===== src/core/tmr_pkg.sv =====
// constants, modes and carrier types of the 16-bit timer block
package tmr_pkg;

  // ****************************************
  // sizes
  // ****************************************
  localparam int NUM_CH = 4;
  localparam int CNT_W  = 16;
  localparam int DATA_W = 32;
  localparam int ADDR_W = 6;

  // ****************************************
  // register byte offsets
  // ****************************************
  localparam logic [5:0] OFF_CTRL = 6'h00;
  localparam logic [5:0] OFF_OPT  = 6'h04;
  localparam logic [5:0] OFF_EDGE = 6'h08;
  localparam logic [5:0] OFF_CNT  = 6'h0c;
  localparam logic [5:0] OFF_CH0  = 6'h10;
  localparam int         OFF_STEP = 4;

  // ****************************************
  // fields and values
  // ****************************************
  localparam int CTRL_RUN_BIT  = 0;
  localparam int CTRL_MODE_LSB = 1;
  localparam int CTRL_MODE_MSB = 3;
  localparam int OPT_WRAP_BIT  = 0;
  localparam int OPT_SEL_LSB   = 1;
  localparam int OPT_SEL_MSB   = 4;
  localparam int EDGE_MSB      = 7;

  localparam logic [15:0] CNT_MAX  = 16'hffff;
  localparam logic [15:0] CNT_ZERO = 16'h0000;
  localparam logic [15:0] CNT_ONE  = 16'h0001;

  localparam logic [1:0] EDGE_NONE = 2'h0;
  localparam logic [1:0] EDGE_RISE = 2'h1;
  localparam logic [1:0] EDGE_FALL = 2'h2;
  localparam logic [1:0] EDGE_BOTH = 2'h3;

  typedef enum logic [2:0] {
    TMR_MODE_PWM  = 3'h4,
    TMR_MODE_FREE = 3'h5
  } tmr_mode_e;

  typedef struct packed {
    logic [2:0] mode;
    logic       run;
  } tmr_ctrl_s;

  typedef struct packed {
    logic [3:0] cap_sel;
    logic       wrap_flag;
  } tmr_opt_s;

endpackage


===== src/core/tmr_edge_detect.sv =====
// capture pin synchroniser and configurable edge detector
`timescale 1ns/1ns
module tmr_edge_detect (
  input  wire logic       clk_in,
  input  wire logic       rst_n_in,
  input  wire logic       ce_in,
  input  wire logic       pin_in,
  input  wire logic [1:0] edge_cfg_in,
  output logic            edge_out
);

  logic sync1;
  logic sync2;
  logic prev;

  // ****************************************
  // two-stage synchroniser, then edge compare
  // ****************************************
  always_ff @(posedge clk_in) begin
    if (!rst_n_in) begin
      sync1 <= 1'b0;
      sync2 <= 1'b0;
      prev  <= 1'b0;
    end else if (ce_in) begin
      sync1 <= pin_in;
      sync2 <= sync1;
      prev  <= sync2;
    end
  end

  always_ff @(posedge clk_in) begin
    if (!rst_n_in) begin
      edge_out <= 1'b0;
    end else if (ce_in) begin
      unique case (edge_cfg_in)
        tmr_pkg::EDGE_NONE: edge_out <= 1'b0;
        tmr_pkg::EDGE_RISE: edge_out <= sync2 & ~prev;
        tmr_pkg::EDGE_FALL: edge_out <= ~sync2 & prev;
        tmr_pkg::EDGE_BOTH: edge_out <= sync2 ^ prev;
      endcase
    end
  end

endmodule


===== src/core/tmr_top.sv =====
// 16-bit timer: pwm and free-running modes with avalon-mm register slave
//
// Behaviour
// - pwm mode: run enable clears counter ffff to 0000, drives pwm outputs 1-3
// - pwm mode: compare output 0 toggles once per pwm period
// - period is channel-0 value plus one; output k active channel-k counts
// - pwm compare writes land in holding regs, loaded at period wrap
// - buffers load only at run start or after channel-1 write, all four together at clear
// - channel-0 irq on the step after match, together with clear to 0000
// - channel-k irq in the cycle the counter equals the channel-k value
// - value 0000 gives 0% duty; irq still fires once per period, at the clear to 0000
// - value equal to period gives 100% duty; impossible with channel-0 ffff
// - pwm mode ignores capture edge config and option settings
// - free mode: run enable starts counting; select bits pick capture/compare
// - free compare: enable inverts all outputs; each match toggles and irqs
// - free mode: step after ffff, except the first step after run enable, raises wrap irq, sets flag, wraps to 0000
// - wrap flag stays set until software clears it by writing zero
// - free compare values unbuffered, used from the moment written
// - free capture: valid edge copies count into channel, raises irq
// - flag clear colliding with new wrap leaves the flag set
`timescale 1ns/1ns
module tmr_top (
  input  wire logic        clk_in,
  input  wire logic        rst_n_in,
  input  wire logic        ce_in,
  input  wire logic        count_tick_in,
  input  wire logic [5:0]  avs_address_in,
  input  wire logic        avs_read_in,
  input  wire logic        avs_write_in,
  input  wire logic [31:0] avs_writedata_in,
  input  wire logic [3:0]  avs_byteenable_in,
  output logic [31:0]      avs_readdata_out,
  output logic             avs_waitrequest_out,
  input  wire logic [3:0]  capture_in_m_in,
  output logic             compare_out_0_out,
  output logic [2:0]       pwm_out_k_out,
  output logic             period_match_irq_out,
  output logic [2:0]       chan_match_irq_out,
  output logic             wrap_irq_out,
  output logic             wrap_flag_out
);

  // ****************************************
  // state
  // ****************************************
  tmr_pkg::tmr_ctrl_s ctrl;
  tmr_pkg::tmr_opt_s  opt;
  logic [7:0]         edge_cfg;
  logic [15:0]        cnt;
  logic [15:0]        next_cnt;
  logic               run_prev;
  logic               first;
  logic               pend;
  logic               wrap_irq;
  logic               wait_q;
  logic [31:0]        rdata;
  logic [31:0]        next_rdata;
  logic [15:0]        chan_v [0:3];
  logic [15:0]        buf_v  [0:3];
  wire logic [3:0]    out_vec;
  wire logic [3:0]    irq_vec;

  wire logic       is_pwm   = (ctrl.mode == tmr_pkg::TMR_MODE_PWM);
  wire logic       is_free  = (ctrl.mode == tmr_pkg::TMR_MODE_FREE);
  wire logic       start    = ctrl.run & ~run_prev;
  wire logic       tick     = ce_in & count_tick_in & ctrl.run & (is_pwm | is_free);
  wire logic       pwm_wrap = is_pwm & ((cnt == buf_v[0]) | (cnt == tmr_pkg::CNT_MAX));
  wire logic       reload   = tick & pwm_wrap & (pend | first);
  wire logic       ovf      = tick & is_free & (cnt == tmr_pkg::CNT_MAX) & ~first;
  wire logic       req      = avs_read_in | avs_write_in;
  wire logic       wr_en    = ce_in & avs_write_in & ~wait_q;
  wire logic [5:0] waddr    = {avs_address_in[5:2], 2'h0};
  wire logic       be0      = avs_byteenable_in[0];
  wire logic       wr_ch1   = wr_en & (waddr == tmr_pkg::OFF_CH0 + 6'(tmr_pkg::OFF_STEP));

  function automatic logic [15:0] merge16(input logic [15:0] old,
                                          input logic [31:0] wd,
                                          input logic [3:0]  be);
    merge16 = old;
    if (be[0]) begin
      merge16[7:0] = wd[7:0];
    end
    if (be[1]) begin
      merge16[15:8] = wd[15:8];
    end
  endfunction

  // ****************************************
  // avalon-mm slave: one wait cycle per access
  // ****************************************
  always_ff @(posedge clk_in) begin
    if (!rst_n_in) begin
      wait_q <= 1'b1;
      rdata  <= 32'h0000_0000;
    end else if (ce_in) begin
      wait_q <= ~(req & wait_q);
      if (avs_read_in & wait_q) begin
        rdata <= next_rdata;
      end
    end
  end

  always_comb begin
    next_rdata = 32'h0000_0000;
    if (waddr[5:4] == tmr_pkg::OFF_CH0[5:4]) begin
      next_rdata = {16'h0000, chan_v[waddr[3:2]]};
    end else begin
      unique case (waddr)
        tmr_pkg::OFF_CTRL: next_rdata = {28'h0000000, ctrl};
        tmr_pkg::OFF_OPT:  next_rdata = {27'h0000000, opt};
        tmr_pkg::OFF_EDGE: next_rdata = {24'h000000, edge_cfg};
        tmr_pkg::OFF_CNT:  next_rdata = {16'h0000, cnt};
        default:           next_rdata = 32'h0000_0000;
      endcase
    end
  end

  assign avs_readdata_out    = rdata;
  assign avs_waitrequest_out = wait_q;

  // ****************************************
  // control, option and edge registers
  // ****************************************
  always_ff @(posedge clk_in) begin
    if (!rst_n_in) begin
      ctrl     <= '0;
      edge_cfg <= 8'h00;
      opt.cap_sel <= 4'h0;
    end else if (wr_en & be0) begin
      if (waddr == tmr_pkg::OFF_CTRL) begin
        ctrl.mode <= avs_writedata_in[tmr_pkg::CTRL_MODE_MSB:tmr_pkg::CTRL_MODE_LSB];
        ctrl.run  <= avs_writedata_in[tmr_pkg::CTRL_RUN_BIT];
      end
      if (waddr == tmr_pkg::OFF_OPT) begin
        opt.cap_sel <= avs_writedata_in[tmr_pkg::OPT_SEL_MSB:tmr_pkg::OPT_SEL_LSB];
      end
      if (waddr == tmr_pkg::OFF_EDGE) begin
        edge_cfg <= avs_writedata_in[tmr_pkg::EDGE_MSB:0];
      end
    end
  end

  // set wins over a colliding clear; writing one never sets the flag
  always_ff @(posedge clk_in) begin
    if (!rst_n_in) begin
      opt.wrap_flag <= 1'b0;
    end else if (ovf) begin
      opt.wrap_flag <= 1'b1;
    end else if (wr_en & be0 & (waddr == tmr_pkg::OFF_OPT)
                 & ~avs_writedata_in[tmr_pkg::OPT_WRAP_BIT]) begin
      opt.wrap_flag <= 1'b0;
    end
  end

  // ****************************************
  // counter
  // ****************************************
  always_comb begin
    if (pwm_wrap) begin
      next_cnt = tmr_pkg::CNT_ZERO;
    end else begin
      next_cnt = cnt + tmr_pkg::CNT_ONE;
    end
  end

  always_ff @(posedge clk_in) begin
    if (!rst_n_in) begin
      cnt <= tmr_pkg::CNT_MAX;
    end else if (ce_in) begin
      if (!ctrl.run) begin
        cnt <= tmr_pkg::CNT_MAX;
      end else if (tick) begin
        cnt <= next_cnt;
      end
    end
  end

  always_ff @(posedge clk_in) begin
    if (!rst_n_in) begin
      run_prev <= 1'b0;
      first    <= 1'b1;
      wrap_irq <= 1'b0;
    end else if (ce_in) begin
      run_prev <= ctrl.run;
      wrap_irq <= ovf;
      if (!ctrl.run) begin
        first <= 1'b1;
      end else if (tick) begin
        first <= 1'b0;
      end
    end
  end

  // a channel-1 write during a transfer keeps the request; buffers then hold mixed data
  always_ff @(posedge clk_in) begin
    if (!rst_n_in) begin
      pend <= 1'b0;
    end else if (ce_in) begin
      if (wr_ch1 & is_pwm) begin
        pend <= 1'b1;
      end else if (reload) begin
        pend <= 1'b0;
      end
    end
  end

  // ****************************************
  // per-channel compare, capture and output
  // ****************************************
  genvar m;
  generate
    for (m = 0; m < tmr_pkg::NUM_CH; m++) begin : g_ch
      localparam logic [5:0] CH_ADDR = tmr_pkg::OFF_CH0 + 6'(tmr_pkg::OFF_STEP * m);
      logic [15:0] ch_reg;
      logic [15:0] ch_buf;
      logic [15:0] buf_eff;
      logic        out_r;
      logic        irq_r;
      logic        cap_pend;
      logic        cap_edge;
      logic        cap_en;
      logic        cap_hit;

      assign cap_en  = is_free & opt.cap_sel[m];
      assign cap_hit = cap_pend | cap_edge;
      assign buf_eff = reload ? ch_reg : ch_buf;

      tmr_edge_detect u_edge (
        .clk_in      (clk_in),
        .rst_n_in    (rst_n_in),
        .ce_in       (ce_in),
        .pin_in      (capture_in_m_in[m]),
        .edge_cfg_in (cap_en ? edge_cfg[2*m+1:2*m] : tmr_pkg::EDGE_NONE),
        .edge_out    (cap_edge)
      );

      // an edge between ticks waits for the next tick
      always_ff @(posedge clk_in) begin
        if (!rst_n_in) begin
          cap_pend <= 1'b0;
        end else if (ce_in) begin
          if (!cap_en | tick) begin
            cap_pend <= 1'b0;
          end else if (cap_edge) begin
            cap_pend <= 1'b1;
          end
        end
      end

      always_ff @(posedge clk_in) begin
        if (!rst_n_in) begin
          ch_reg <= tmr_pkg::CNT_ZERO;
        end else if (ce_in) begin
          if (tick & cap_en & cap_hit) begin
            ch_reg <= cnt;
          end else if (wr_en & (waddr == CH_ADDR)) begin
            ch_reg <= merge16(ch_reg, avs_writedata_in, avs_byteenable_in);
          end
        end
      end

      always_ff @(posedge clk_in) begin
        if (!rst_n_in) begin
          ch_buf <= tmr_pkg::CNT_ZERO;
        end else if (reload) begin
          ch_buf <= ch_reg;
        end
      end

      always_ff @(posedge clk_in) begin
        if (!rst_n_in) begin
          out_r <= 1'b0;
          irq_r <= 1'b0;
        end else if (ce_in) begin
          irq_r <= 1'b0;
          if (!ctrl.run) begin
            out_r <= 1'b0;
          end else if (start & is_free) begin
            out_r <= ~out_r;
          end else if (tick & is_pwm) begin
            if (m == 0) begin
              if (pwm_wrap & ~first) begin
                out_r <= ~out_r;
                irq_r <= 1'b1;
              end
            end else begin
              out_r <= (next_cnt < buf_eff);
              irq_r <= (next_cnt == buf_eff);
            end
          end else if (tick & cap_en) begin
            irq_r <= cap_hit;
          end else if (tick & (next_cnt == ch_reg)) begin
            out_r <= ~out_r;
            irq_r <= 1'b1;
          end
        end
      end

      assign chan_v[m]  = ch_reg;
      assign buf_v[m]   = ch_buf;
      assign out_vec[m] = out_r;
      assign irq_vec[m] = irq_r;
    end
  endgenerate

  assign compare_out_0_out    = out_vec[0];
  assign pwm_out_k_out        = out_vec[3:1];
  assign period_match_irq_out = irq_vec[0];
  assign chan_match_irq_out   = irq_vec[3:1];
  assign wrap_irq_out         = wrap_irq;
  assign wrap_flag_out        = opt.wrap_flag;

  // ****************************************
  // assertions
  // ****************************************
  a_stop_loads_max: assert property (@(posedge clk_in) disable iff (!rst_n_in)
    (ce_in && !ctrl.run) |=> (cnt == tmr_pkg::CNT_MAX))
    else $error("counter not at max after stop");

  a_pwm_wrap_zero: assert property (@(posedge clk_in) disable iff (!rst_n_in)
    (tick && is_pwm && cnt == buf_v[0]) |=> (cnt == tmr_pkg::CNT_ZERO))
    else $error("pwm counter did not clear at period match");

  a_period_irq_clear: assert property (@(posedge clk_in) disable iff (!rst_n_in)
    (tick && is_pwm && cnt == buf_v[0] && !first)
      |=> (period_match_irq_out && cnt == tmr_pkg::CNT_ZERO))
    else $error("period irq not with counter clear");

  a_out0_toggle: assert property (@(posedge clk_in) disable iff (!rst_n_in)
    (tick && is_pwm && cnt == buf_v[0] && !first)
      |=> (compare_out_0_out != $past(compare_out_0_out)))
    else $error("compare output 0 did not toggle at period");

  a_no_reload_idle: assert property (@(posedge clk_in) disable iff (!rst_n_in)
    (tick && is_pwm && !pend && !first) |=> $stable(buf_v[1]))
    else $error("buffer changed without channel 1 write");

  a_zero_duty: assert property (@(posedge clk_in) disable iff (!rst_n_in)
    (tick && is_pwm && !reload && buf_v[1] == tmr_pkg::CNT_ZERO) |=> !pwm_out_k_out[0])
    else $error("zero value did not hold output inactive");

  a_chan_irq_match: assert property (@(posedge clk_in) disable iff (!rst_n_in)
    (tick && is_pwm && !reload && next_cnt == buf_v[2])
      |=> (chan_match_irq_out[1] && cnt == buf_v[2]))
    else $error("channel irq not aligned with count match");

  a_wrap_sets_flag: assert property (@(posedge clk_in) disable iff (!rst_n_in)
    ovf |=> (wrap_flag_out && wrap_irq_out && cnt == tmr_pkg::CNT_ZERO))
    else $error("wrap did not raise irq and flag");

  a_flag_sticky: assert property (@(posedge clk_in) disable iff (!rst_n_in)
    (wrap_flag_out && !(wr_en && waddr == tmr_pkg::OFF_OPT)) |=> wrap_flag_out)
    else $error("wrap flag cleared without software write");

  a_free_toggle: assert property (@(posedge clk_in) disable iff (!rst_n_in)
    (tick && is_free && !start && !opt.cap_sel[1] && next_cnt == chan_v[1])
      |=> (pwm_out_k_out[0] != $past(pwm_out_k_out[0]) && chan_match_irq_out[0]))
    else $error("free compare match did not toggle output");

  a_bus_one_wait: assert property (@(posedge clk_in) disable iff (!rst_n_in)
    (ce_in && req && wait_q) |=> !avs_waitrequest_out)
    else $error("waitrequest not released after one cycle");

endmodule


===== config.mk =====
export PLATFORM = sky130hd
export DESIGN_NAME = tmr_top
export DESIGN_NICKNAME = d
export VERILOG_FILES = /design/src/core/tmr_pkg.sv /design/src/core/tmr_edge_detect.sv /design/src/core/tmr_top.sv
export SDC_FILE = /design/constraint.sdc
export NUM_CORES = 1
export LEC_CHECK = 0
export BUFFER_PORTS_ARGS = -buffer_cell sky130_fd_sc_hd__clkbuf_2
export CELL_PAD_IN_SITES_DETAIL_PLACEMENT = 0
export CELL_PAD_IN_SITES_GLOBAL_PLACEMENT = 1
export CORE_MARGIN = 4
export CORE_UTILIZATION = 42
export DETAILED_ROUTE_END_ITERATION = 10
export GPL_TIMING_DRIVEN = 0
export PLACE_DENSITY_LB_ADDON = 0.08
export SLEW_MARGIN = 20
export SYNTH_ARGS = -nofsm -noshare
export SYNTH_HDL_FRONTEND = slang
export SYNTH_SLANG_ARGS = --single-unit

===== constraint.sdc =====
create_clock -name clk_in -period 4.4 [get_ports clk_in]
set_input_delay 0.22 -clock clk_in [delete_from_list [all_inputs] [get_ports clk_in]]
set_output_delay 0.22 -clock clk_in [all_outputs]
set_load 0.1 [all_outputs]

==> results.tsv, run 1 <==
stage	metric	value	unit
grt	grt_overflow	0	
final_layout	final_nets	1706	
detailed_routing	via_per_inst	6.228	
synth	ys.flop_type	dfxtp_1	
synth	syn-instance-count	1488	
placed_design	place_area	13440	sq um
clock_tree	numCtsBuffers	25	
final_layout	final_layout_size_suffix_gt1_frac	0.1312	
sta	max_freq	0.2361	GHz
placed_design	pre_cts_slack	-1.778	ns
synth	ys_ff_latch	210	
floorplanning	die_h	181.2	microns
sta	rsz0062_at_grt	true	
run	max_cap_violations	0	
pwr	p_sw_frac	0.2587	
pwr	total_power	4.550	mW
detailed_routing	wirelength	55.91	mm
pwr	switchingPower	1.177	mW
detailed_routing	num_vias	12490	
synth	yosys.area_share.simple	0.1836	
floorplanning	ios	95	
grt	grt_max_degree	13	
critical_path	reg2reg_depth	14	
detailed_routing	drtIter0Drc	1205	
synth	ys_seq_area_frac	0.3337	
floorplanning	die_area	32830	sq um
synth	synth_adder_area_share	0.05662	
clock_tree	clk_pin_slew_worst_paths	0.06	ns
critical_path	path_buf_inv	2	
outcome	violations	DRC	
critical_path	cp-start-kind	flip-flop	
grt	grt_pass1_vias	12120	
pwr	vdd_drop_max	246.6	uV
clock_tree	cts_tree	done	
synth	netlist_area	12600	sq um
final_layout	multi_input_area	7846	sq um
detailed_routing	drc	1	
pwr	sequentialPowerShare	0.424	
clock_tree	clock-root-buffer	clkbuf_16	
placed_design	port_buffers	56	
synth	ys_types	76	
placed_design	place.gp.congestion	0.9780	
detailed_routing	antenna_left	0	
worst_hold_path	hold_depth	4	
sta	hold_viol	0	
floorplanning	die_w	181.2	microns
sta	min_period	4.236	ns
pwr	leakage	6.035	nW
synth	synth_edf_count	0	
pwr	p_clk_frac	0.496	
sta	relSlewSlack	0.1764	
clock_tree	cts.sinks	210	
sta	fin_crit_sh	0.9627	
placed_design	hpwl	42.40	mm
sta	report.final.slew_viol_count	0	
sta	setup_viol	0	
sta	tightest_slew	1.235	ns
critical_path	crit_path_top_delay_cell	a211oi_4	
final_layout	final_util	0.4917	
sta	worst_slack	0.1643	ns
final_layout	layout.cells.most_common	nor2_1	
critical_path	critical_path.top_delay_family	compound AO/OA/AOI/OAI gates	
critical_path	worstPathArrival	4.72	ns
floorplanning	rows	63	
final_layout	seq_area	4207	sq um
pwr	p_int	3.373	mW
sta	finalClockSkew	0.01662	ns
detailed_routing	detail_route.wl_per_cell	27.87	microns
synth	synthMuxAreaShare	0.1470	
grt	grt_pass1_wl	81.69	mm
critical_path	path_class	flip-flop to flip-flop	
critical_path	crit_required	4.89	ns
grt	track_usage	0.3294	
final_layout	fin_area	14570	sq um
clock_tree	clk_latency	0.54	ns
grt	grt_antenna_before_repair	2	
final_layout	nFillCells	3028	
final_layout	n_antenna_cell	0	
outcome	status	finished, violations left	
pwr	power.share.combinational	0.080	
clock_tree	cts-htree-levels	1	
floorplanning	start_util	0.4250	
critical_path	worst_setup_path_end_kind	flip-flop	
pwr	cellPowerDensity	312.2	nW/um^2
critical_path	crit_chain	clkbuf_1, or3b_2, clkbuf_1, nor3_1, and2_1, a211oi_4, ha_1, a21o_1, a21o_1, a2111oi_1, o21ai_1, o32ai_1, nand3_1, nand3_1	
final_layout	final_cell_mix	212 x nor2_1, 208 x dfxtp_1, 140 x mux2i_1, 116 x nand2_1, 81 x a211oi_1	
clock_tree	clock_path_buffers	3	
detailed_routing	first_pass_iters	9	
floorplanning	core	29640	sq um
synth	synth_compound_area_frac	0.1926	
synth	synth_top_family_by_area	compound AO/OA/AOI/OAI gates	
worst_hold_path	hp-class	input port to flip-flop	
sta	hold_ws	0.02629	ns
critical_path	crit_path_max_incr_delay	0.47	ns
synth	yosysWarnings	0	
critical_path	crit_path_max_fanout	9	
critical_path	cp.depth	14	
synth	synth-async-reset-ratio	0	
synth	synth_xor_xnor_area_share	0.02920	
final_layout	syn_to_final_growth	15.68	%
synth	postSynthAreaPerCell	8.466	sq um
Yosys cell counts (7+ instances only):
cell	instances	area share
nor2_1	213	0.063
dfxtp_1	210	0.33
mux2i_1	140	0.11
nand2_1	116	0.035
a211oi_1	82	0.049
a21oi_1	80	0.032
clkbuf_1	75	0.022
ha_1	57	0.057
o21ai_0	47	0.019
nor3_1	40	0.016
nand4_1	28	0.014
buf_4	26	0.015
inv_1	23	0.0069
xor2_1	22	0.015
o22ai_1	21	0.010
nand3_1	20	0.0079
xnor2_1	20	0.014
buf_2	19	0.0075
mux4_2	16	0.029
buf_1	14	0.0042
nor4_1	14	0.0070
a21o_1	13	0.0077
a221oi_1	13	0.0090
nand2b_1	10	0.0050
nor2b_1	10	0.0050
o211ai_1	10	0.0060
o21a_1	9	0.0054
mux2_2	8	0.0072
or3_1	8	0.0040
and3_1	7	0.0035
per-stage QoR:
| step | cells | setup TNS (ns) |
|---|---|---|
| floorplan | 1503 | 0 |
| global placement | 1949 | -8.221 |
| detailed placement | 1949 | -7.685 |
| CTS | 2003 | 0 |
| global route | 2006 | -0.02253 |
| finish | 2006 | 0 |
tightest hold or removal path, cell delays in order:
cell	delay, ns
clkbuf_2	0.11
o211ai_1	0.08
o21ai_0	0.07
nand2_1	0.05
timing repair:
item / 4_1_cts / 5_1_grt
resized for setup: 29 / 11
pin swaps: 7 / 5
buffers inserted: 6 / 5
setup endpoints to repair: 8 / 4
hold buffers: 4 / 0
hold endpoints to repair: 4 / 0
final timing paths:
kind	startpoint	endpoint	slack (ns)
setup / recovery	ctrl[1]$_SDFFE_PN0P_	g_ch[1].out_r$_SDFFE_PN0P_	0.16
hold / removal	avs_read_in	avs_waitrequest_out$_SDFFE_PN1P_	0.03
setup reg to reg	ctrl[1]$_SDFFE_PN0P_	g_ch[1].out_r$_SDFFE_PN0P_	0.16
hold reg to reg	g_ch[3].irq_r$_SDFFE_PN0P_	g_ch[3].irq_r$_SDFFE_PN0P_	0.46
logic make-up (layout without fill, tap and decap cells):
logic type / Yosys count / after routing
AOI/OAI and AO/OA: 355 / 355
xor gates and xnor gates: 42 / 42
adders and majority gates: 57 / 57
buffers and inverters: 159 / 272
DFF: 210 / 210
muxes: 164 / 164
other: 1 / 16
and+or+nand+nor: 500 / 500
power by group through the flow:
| stage | Combinational (mW) | Clock [mW] | Sequential, mW |
|---|---|---|---|
| 3_3_place_gp | 0.357 | 0 | 1.97 |
| 4_1_cts | 0.362 | 2.28 | 1.93 |
| 2_1_floorplan | 0.190 | 0 | 2.04 |
| 5_1_grt | 0.383 | 2.36 | 1.93 |
| 3_5_place_dp | 0.358 | 0 | 1.97 |
| 6_report | 0.365 | 2.25 | 1.93 |
cell type report:
cell class / count / area share
Inverter: 25 / 0.006439
Tap cell: 390 / 0.03349
Multi-Input combinational cell: 1134 / 0.5384
Clock buffer: 33 / 0.04911
Sequential cell: 210 / 0.2887
Timing Repair Buffer: 71 / 0.02765
Buffer: 130 / 0.04465
Clock inverter: 13 / 0.01159
per-layer routing:
layer / wire length [microns] / global-route usage
met4: 2488 / 0.1267
met5: 32 / 0
met1: 23430 / 0.4397
met3: 4919 / 0.06422
met2: 25040 / 0.5280
Note: power is estimated with default switching activity, not from simulation.
==> run 2, diff against run 1 <==
ABC_AREA = 1   (was not set)
CORE_UTILIZATION = 40   (was 42)
==> run 2 against run 1 <==
  * Largest power group unchanged
  * Synthesized cell count grew 21%
  * The run now ends clean
  * Combinational power increased by 5%
  * Sequential power about the same
  * Via count up 3.4%
  * Critical endpoint is now g_ch[3].out_r$_SDFFE_PN0P_
  * Total power down 0.32%
  * Fmax is 1.6% higher
  * First-iteration DRC count increased by 6.1%
==> results.tsv, run 2 <==
stage	metric	value	unit
outcome	status	completed	
sta	report.final.slew_viol_count	0	
critical_path	crit_path_max_incr_delay	0.34	ns
synth	ys.flop_type	dfxtp_1	
critical_path	worst_setup_path_end_kind	flip-flop	
grt	gr-usage-met3	0.03709	
sta	max_freq	0.2399	GHz
sta	finalClockSkew	0.01228	ns
grt	top_usage_layer	met2	
sta	hold_ws	0.01701	ns
floorplanning	die_area	33400	sq um
final_layout	syn_to_final_growth	15.24	%
detailed_routing	drc	0	
grt	grt_pass1_wl	77.78	mm
critical_path	cp-start-kind	flip-flop	
synth	synth_edf_count	0	
clock_tree	numCtsBuffers	26	
grt	gr-usage-met2	0.4894	
detailed_routing	antenna_left	0	
synth	ys_top_cells_by_count	404 x nand2_1, 225 x nor2_1, 210 x dfxtp_1, 168 x inv_1, 158 x o21ai_0	
synth	synth_area_leader_cell	dfxtp_1	
synth	synth-async-reset-ratio	0	
sta	tns	0	ns
placed_design	pre_cts_slack	-0.4553	ns
floorplanning	ios	95	
detailed_routing	drtIter0Drc	1279	
worst_hold_path	hp-start	avs_write_in	
grt	grt_antenna_before_repair	0	
clock_tree	cts_tree	done	
synth	yosysWarnings	0	
sta	hold_viol	0	
clock_tree	clock-root-buffer	clkbuf_16	
synth	syn-instance-count	1795	
grt	track_usage	0.3093	
critical_path	reg2reg_from	cnt[0]$_SDFFE_PN1P_	
floorplanning	rows	63	
grt	grt_max_degree	13	
synth	netlist_area	12220	sq um
critical_path	crit_required	4.84	ns
synth	postSynthAreaPerCell	6.805	sq um
sta	worst_slack	0.2316	ns
critical_path	crit_path_top_delay_cell	dfxtp_1	
floorplanning	die_w	182.8	microns
sta	rsz0062_at_grt	false	
pwr	vdd_drop_max	273.8	uV
critical_path	worstPathArrival	4.61	ns
synth	synth.most_common_cell	nand2_1	
sta	fin_crit_sh	0.9474	
final_layout	final_util	0.4712	
floorplanning	core	29870	sq um
clock_tree	clock_path_buffers	3	
synth	ys_seq_area_frac	0.3442	
grt	met1_usage	0.4252	
worst_hold_path	hold_depth	4	
final_layout	layout.cells.most_common	nand2_1	
critical_path	critical_path.top_delay_family	simple AND/OR/NAND/NOR gates	
floorplanning	start_util	0.4089	
sta	setup_viol	0	
grt	grt_overflow	0	
synth	ys_types	41	
sta	tightest_slew	0.9841	ns
placed_design	hpwl	42.39	mm
clock_tree	cts-htree-levels	1	
final_layout	n_antenna_cell	0	
sta	relSlewSlack	0.3403	
grt	grt_pass1_vias	12160	
clock_tree	clk_pin_slew_worst_paths	0.06	ns
pwr	cellPowerDensity	322.2	nW/um^2
pwr	leakage	6.224	nW
detailed_routing	detail_route.wl_per_cell	23.11	microns
clock_tree	cts.sinks	210	
run	max_cap_violations	0	
detailed_routing	via_per_inst	5.576	
final_layout	final_nets	2015	
critical_path	cp.depth	25	
detailed_routing	num_vias	12910	
critical_path	reg2reg_depth	25	
critical_path	crit_path_max_fanout	10	
detailed_routing	first_pass_iters	6	
critical_path	startpoint	cnt[0]$_SDFFE_PN1P_	
critical_path	path_class	flip-flop to flip-flop	
final_layout	final_cell_mix	403 x nand2_1, 221 x nor2_1, 210 x dfxtp_1, 168 x inv_1, 158 x o21ai_0	
placed_design	place.gp.congestion	0.9597	
synth	synth_top_area_frac	0.3442	
sta	min_period	4.168	ns
worst_hold_path	hp-class	input port to flip-flop	
final_layout	nFillCells	3158	
final_layout	final_layout_size_suffix_gt1_frac	0.1308	
synth	synth_area_leaders	dfxtp_1 34%, nand2_1 12%, nor2_1 6.9%	
clock_tree	clk_latency	0.55	ns
floorplanning	die_h	182.8	microns
critical_path	path_buf_inv	5	
synth	ys_ff_latch	210	
placed_design	port_buffers	58	
detailed_routing	wirelength	53.53	mm
-- run 2: cell count changes after synthesis, moves of 22 or more --
cell      previous run  this run
a21oi_2              2        39
o22ai_1             21        55
a211oi_1            82         1
o21ai_0             47       158
nand2_1            116       404
nand4_1             28         6
nor3_1              40         9
a31oi_1              0        81
inv_1               23       168
mux2i_1            140         2
nand3_1             20        52
-- run 2: power breakdown --
part	internal [mW]	switching [mW]	total [mW]
clock network	1.32	0.892	2.21
registers	1.92	0.0135	1.94
logic	0.0741	0.310	0.384
-- run 2: metrics by stage --
stage,power [mW],std cells,cell area [sq um]
detailed placement,2.349,2258,13050
floorplan,2.241,1810,12270
CTS,4.558,2315,14020
global placement,2.348,2258,13050
global route,4.640,2316,14080
finish,4.536,2316,14080
-- run 2: worst register-to-register path, stage by stage, from the launching register on --
cell	delay, ns
dfxtp_1	0.34
ha_2	0.26
nand2_2	0.13
nor3_4	0.25
nand2_2	0.11
nor2_2	0.14
nand2_2	0.16
nand2_4	0.17
nand2_4	0.12
buf_6	0.22
nor3_4	0.27
inv_2	0.07
buf_6	0.16
buf_6	0.14
nor2_1	0.11
a21oi_2	0.05
ha_1	0.30
nand2_1	0.05
inv_1	0.07
nand3_1	0.11
a31oi_1	0.27
nor2_1	0.18
a21oi_1	0.18
nand3_1	0.09
nand2_1	0.06
nor2_1	0.04
-- run 2: cell type report --
| class | count | area [sq um] | share of cell area |
|---|---|---|---|
| Sequential cell | 210 | 4204 | 0.2986 |
| Buffer | 110 | 606.8 | 0.04311 |
| Clock inverter | 7 | 85.08 | 0.006044 |
| Inverter | 190 | 715.7 | 0.05084 |
| Multi-Input combinational cell | 1300 | 6812 | 0.4839 |
| Clock buffer | 41 | 778.2 | 0.05528 |
| Timing Repair Buffer | 68 | 387.9 | 0.02755 |
| Tap cell | 390 | 488.0 | 0.03466 |
-- run 2: cell families (layout without fill, tap and decap cells) --
kind of cell,count (synthesis),count (layout),synth area share
AND/OR/NAND/NOR,733,733,0.2462
buffers and inverters,300,416,0.1078
adder cells (fa/ha/maj),57,57,0.05838
XOR/XNOR,24,24,0.01721
AO/OA/AOI/OAI,468,468,0.2243
flip-flops,210,210,0.3442
multiplexers,2,2,0.001639
other,1,16,0.0003070
-- run 2: routing by layer --
metal / share of wire / vias up
li1: - / 6150
met1: 0.44 / 6062
met2: 0.44 / 572
met3: 0.070 / 130
met4: 0.054 / 0
met5: 0 / -
-- run 2: path summary, 6_finish.rpt --
kind / end / slack [ns]
hold reg to reg: period_match_irq_out$_SDFFE_PN0P_ / 0.47
setup / recovery: g_ch[3].out_r$_SDFFE_PN0P_ / 0.23
setup reg to reg: g_ch[3].out_r$_SDFFE_PN0P_ / 0.23
hold / removal: avs_waitrequest_out$_SDFFE_PN1P_ / 0.02
-- run 2: what timing repair did --
| action | in CTS | in global routing |
|---|---|---|
| hold endpoints to repair | 18 | 0 |
| endpoints found under the setup margin | 6 | 6 |
| pin swaps | 0 | 2 |
| buffers inserted | 0 | 1 |
| gates resized for setup | 5 | 14 |
| hold buffers | 9 | 0 |
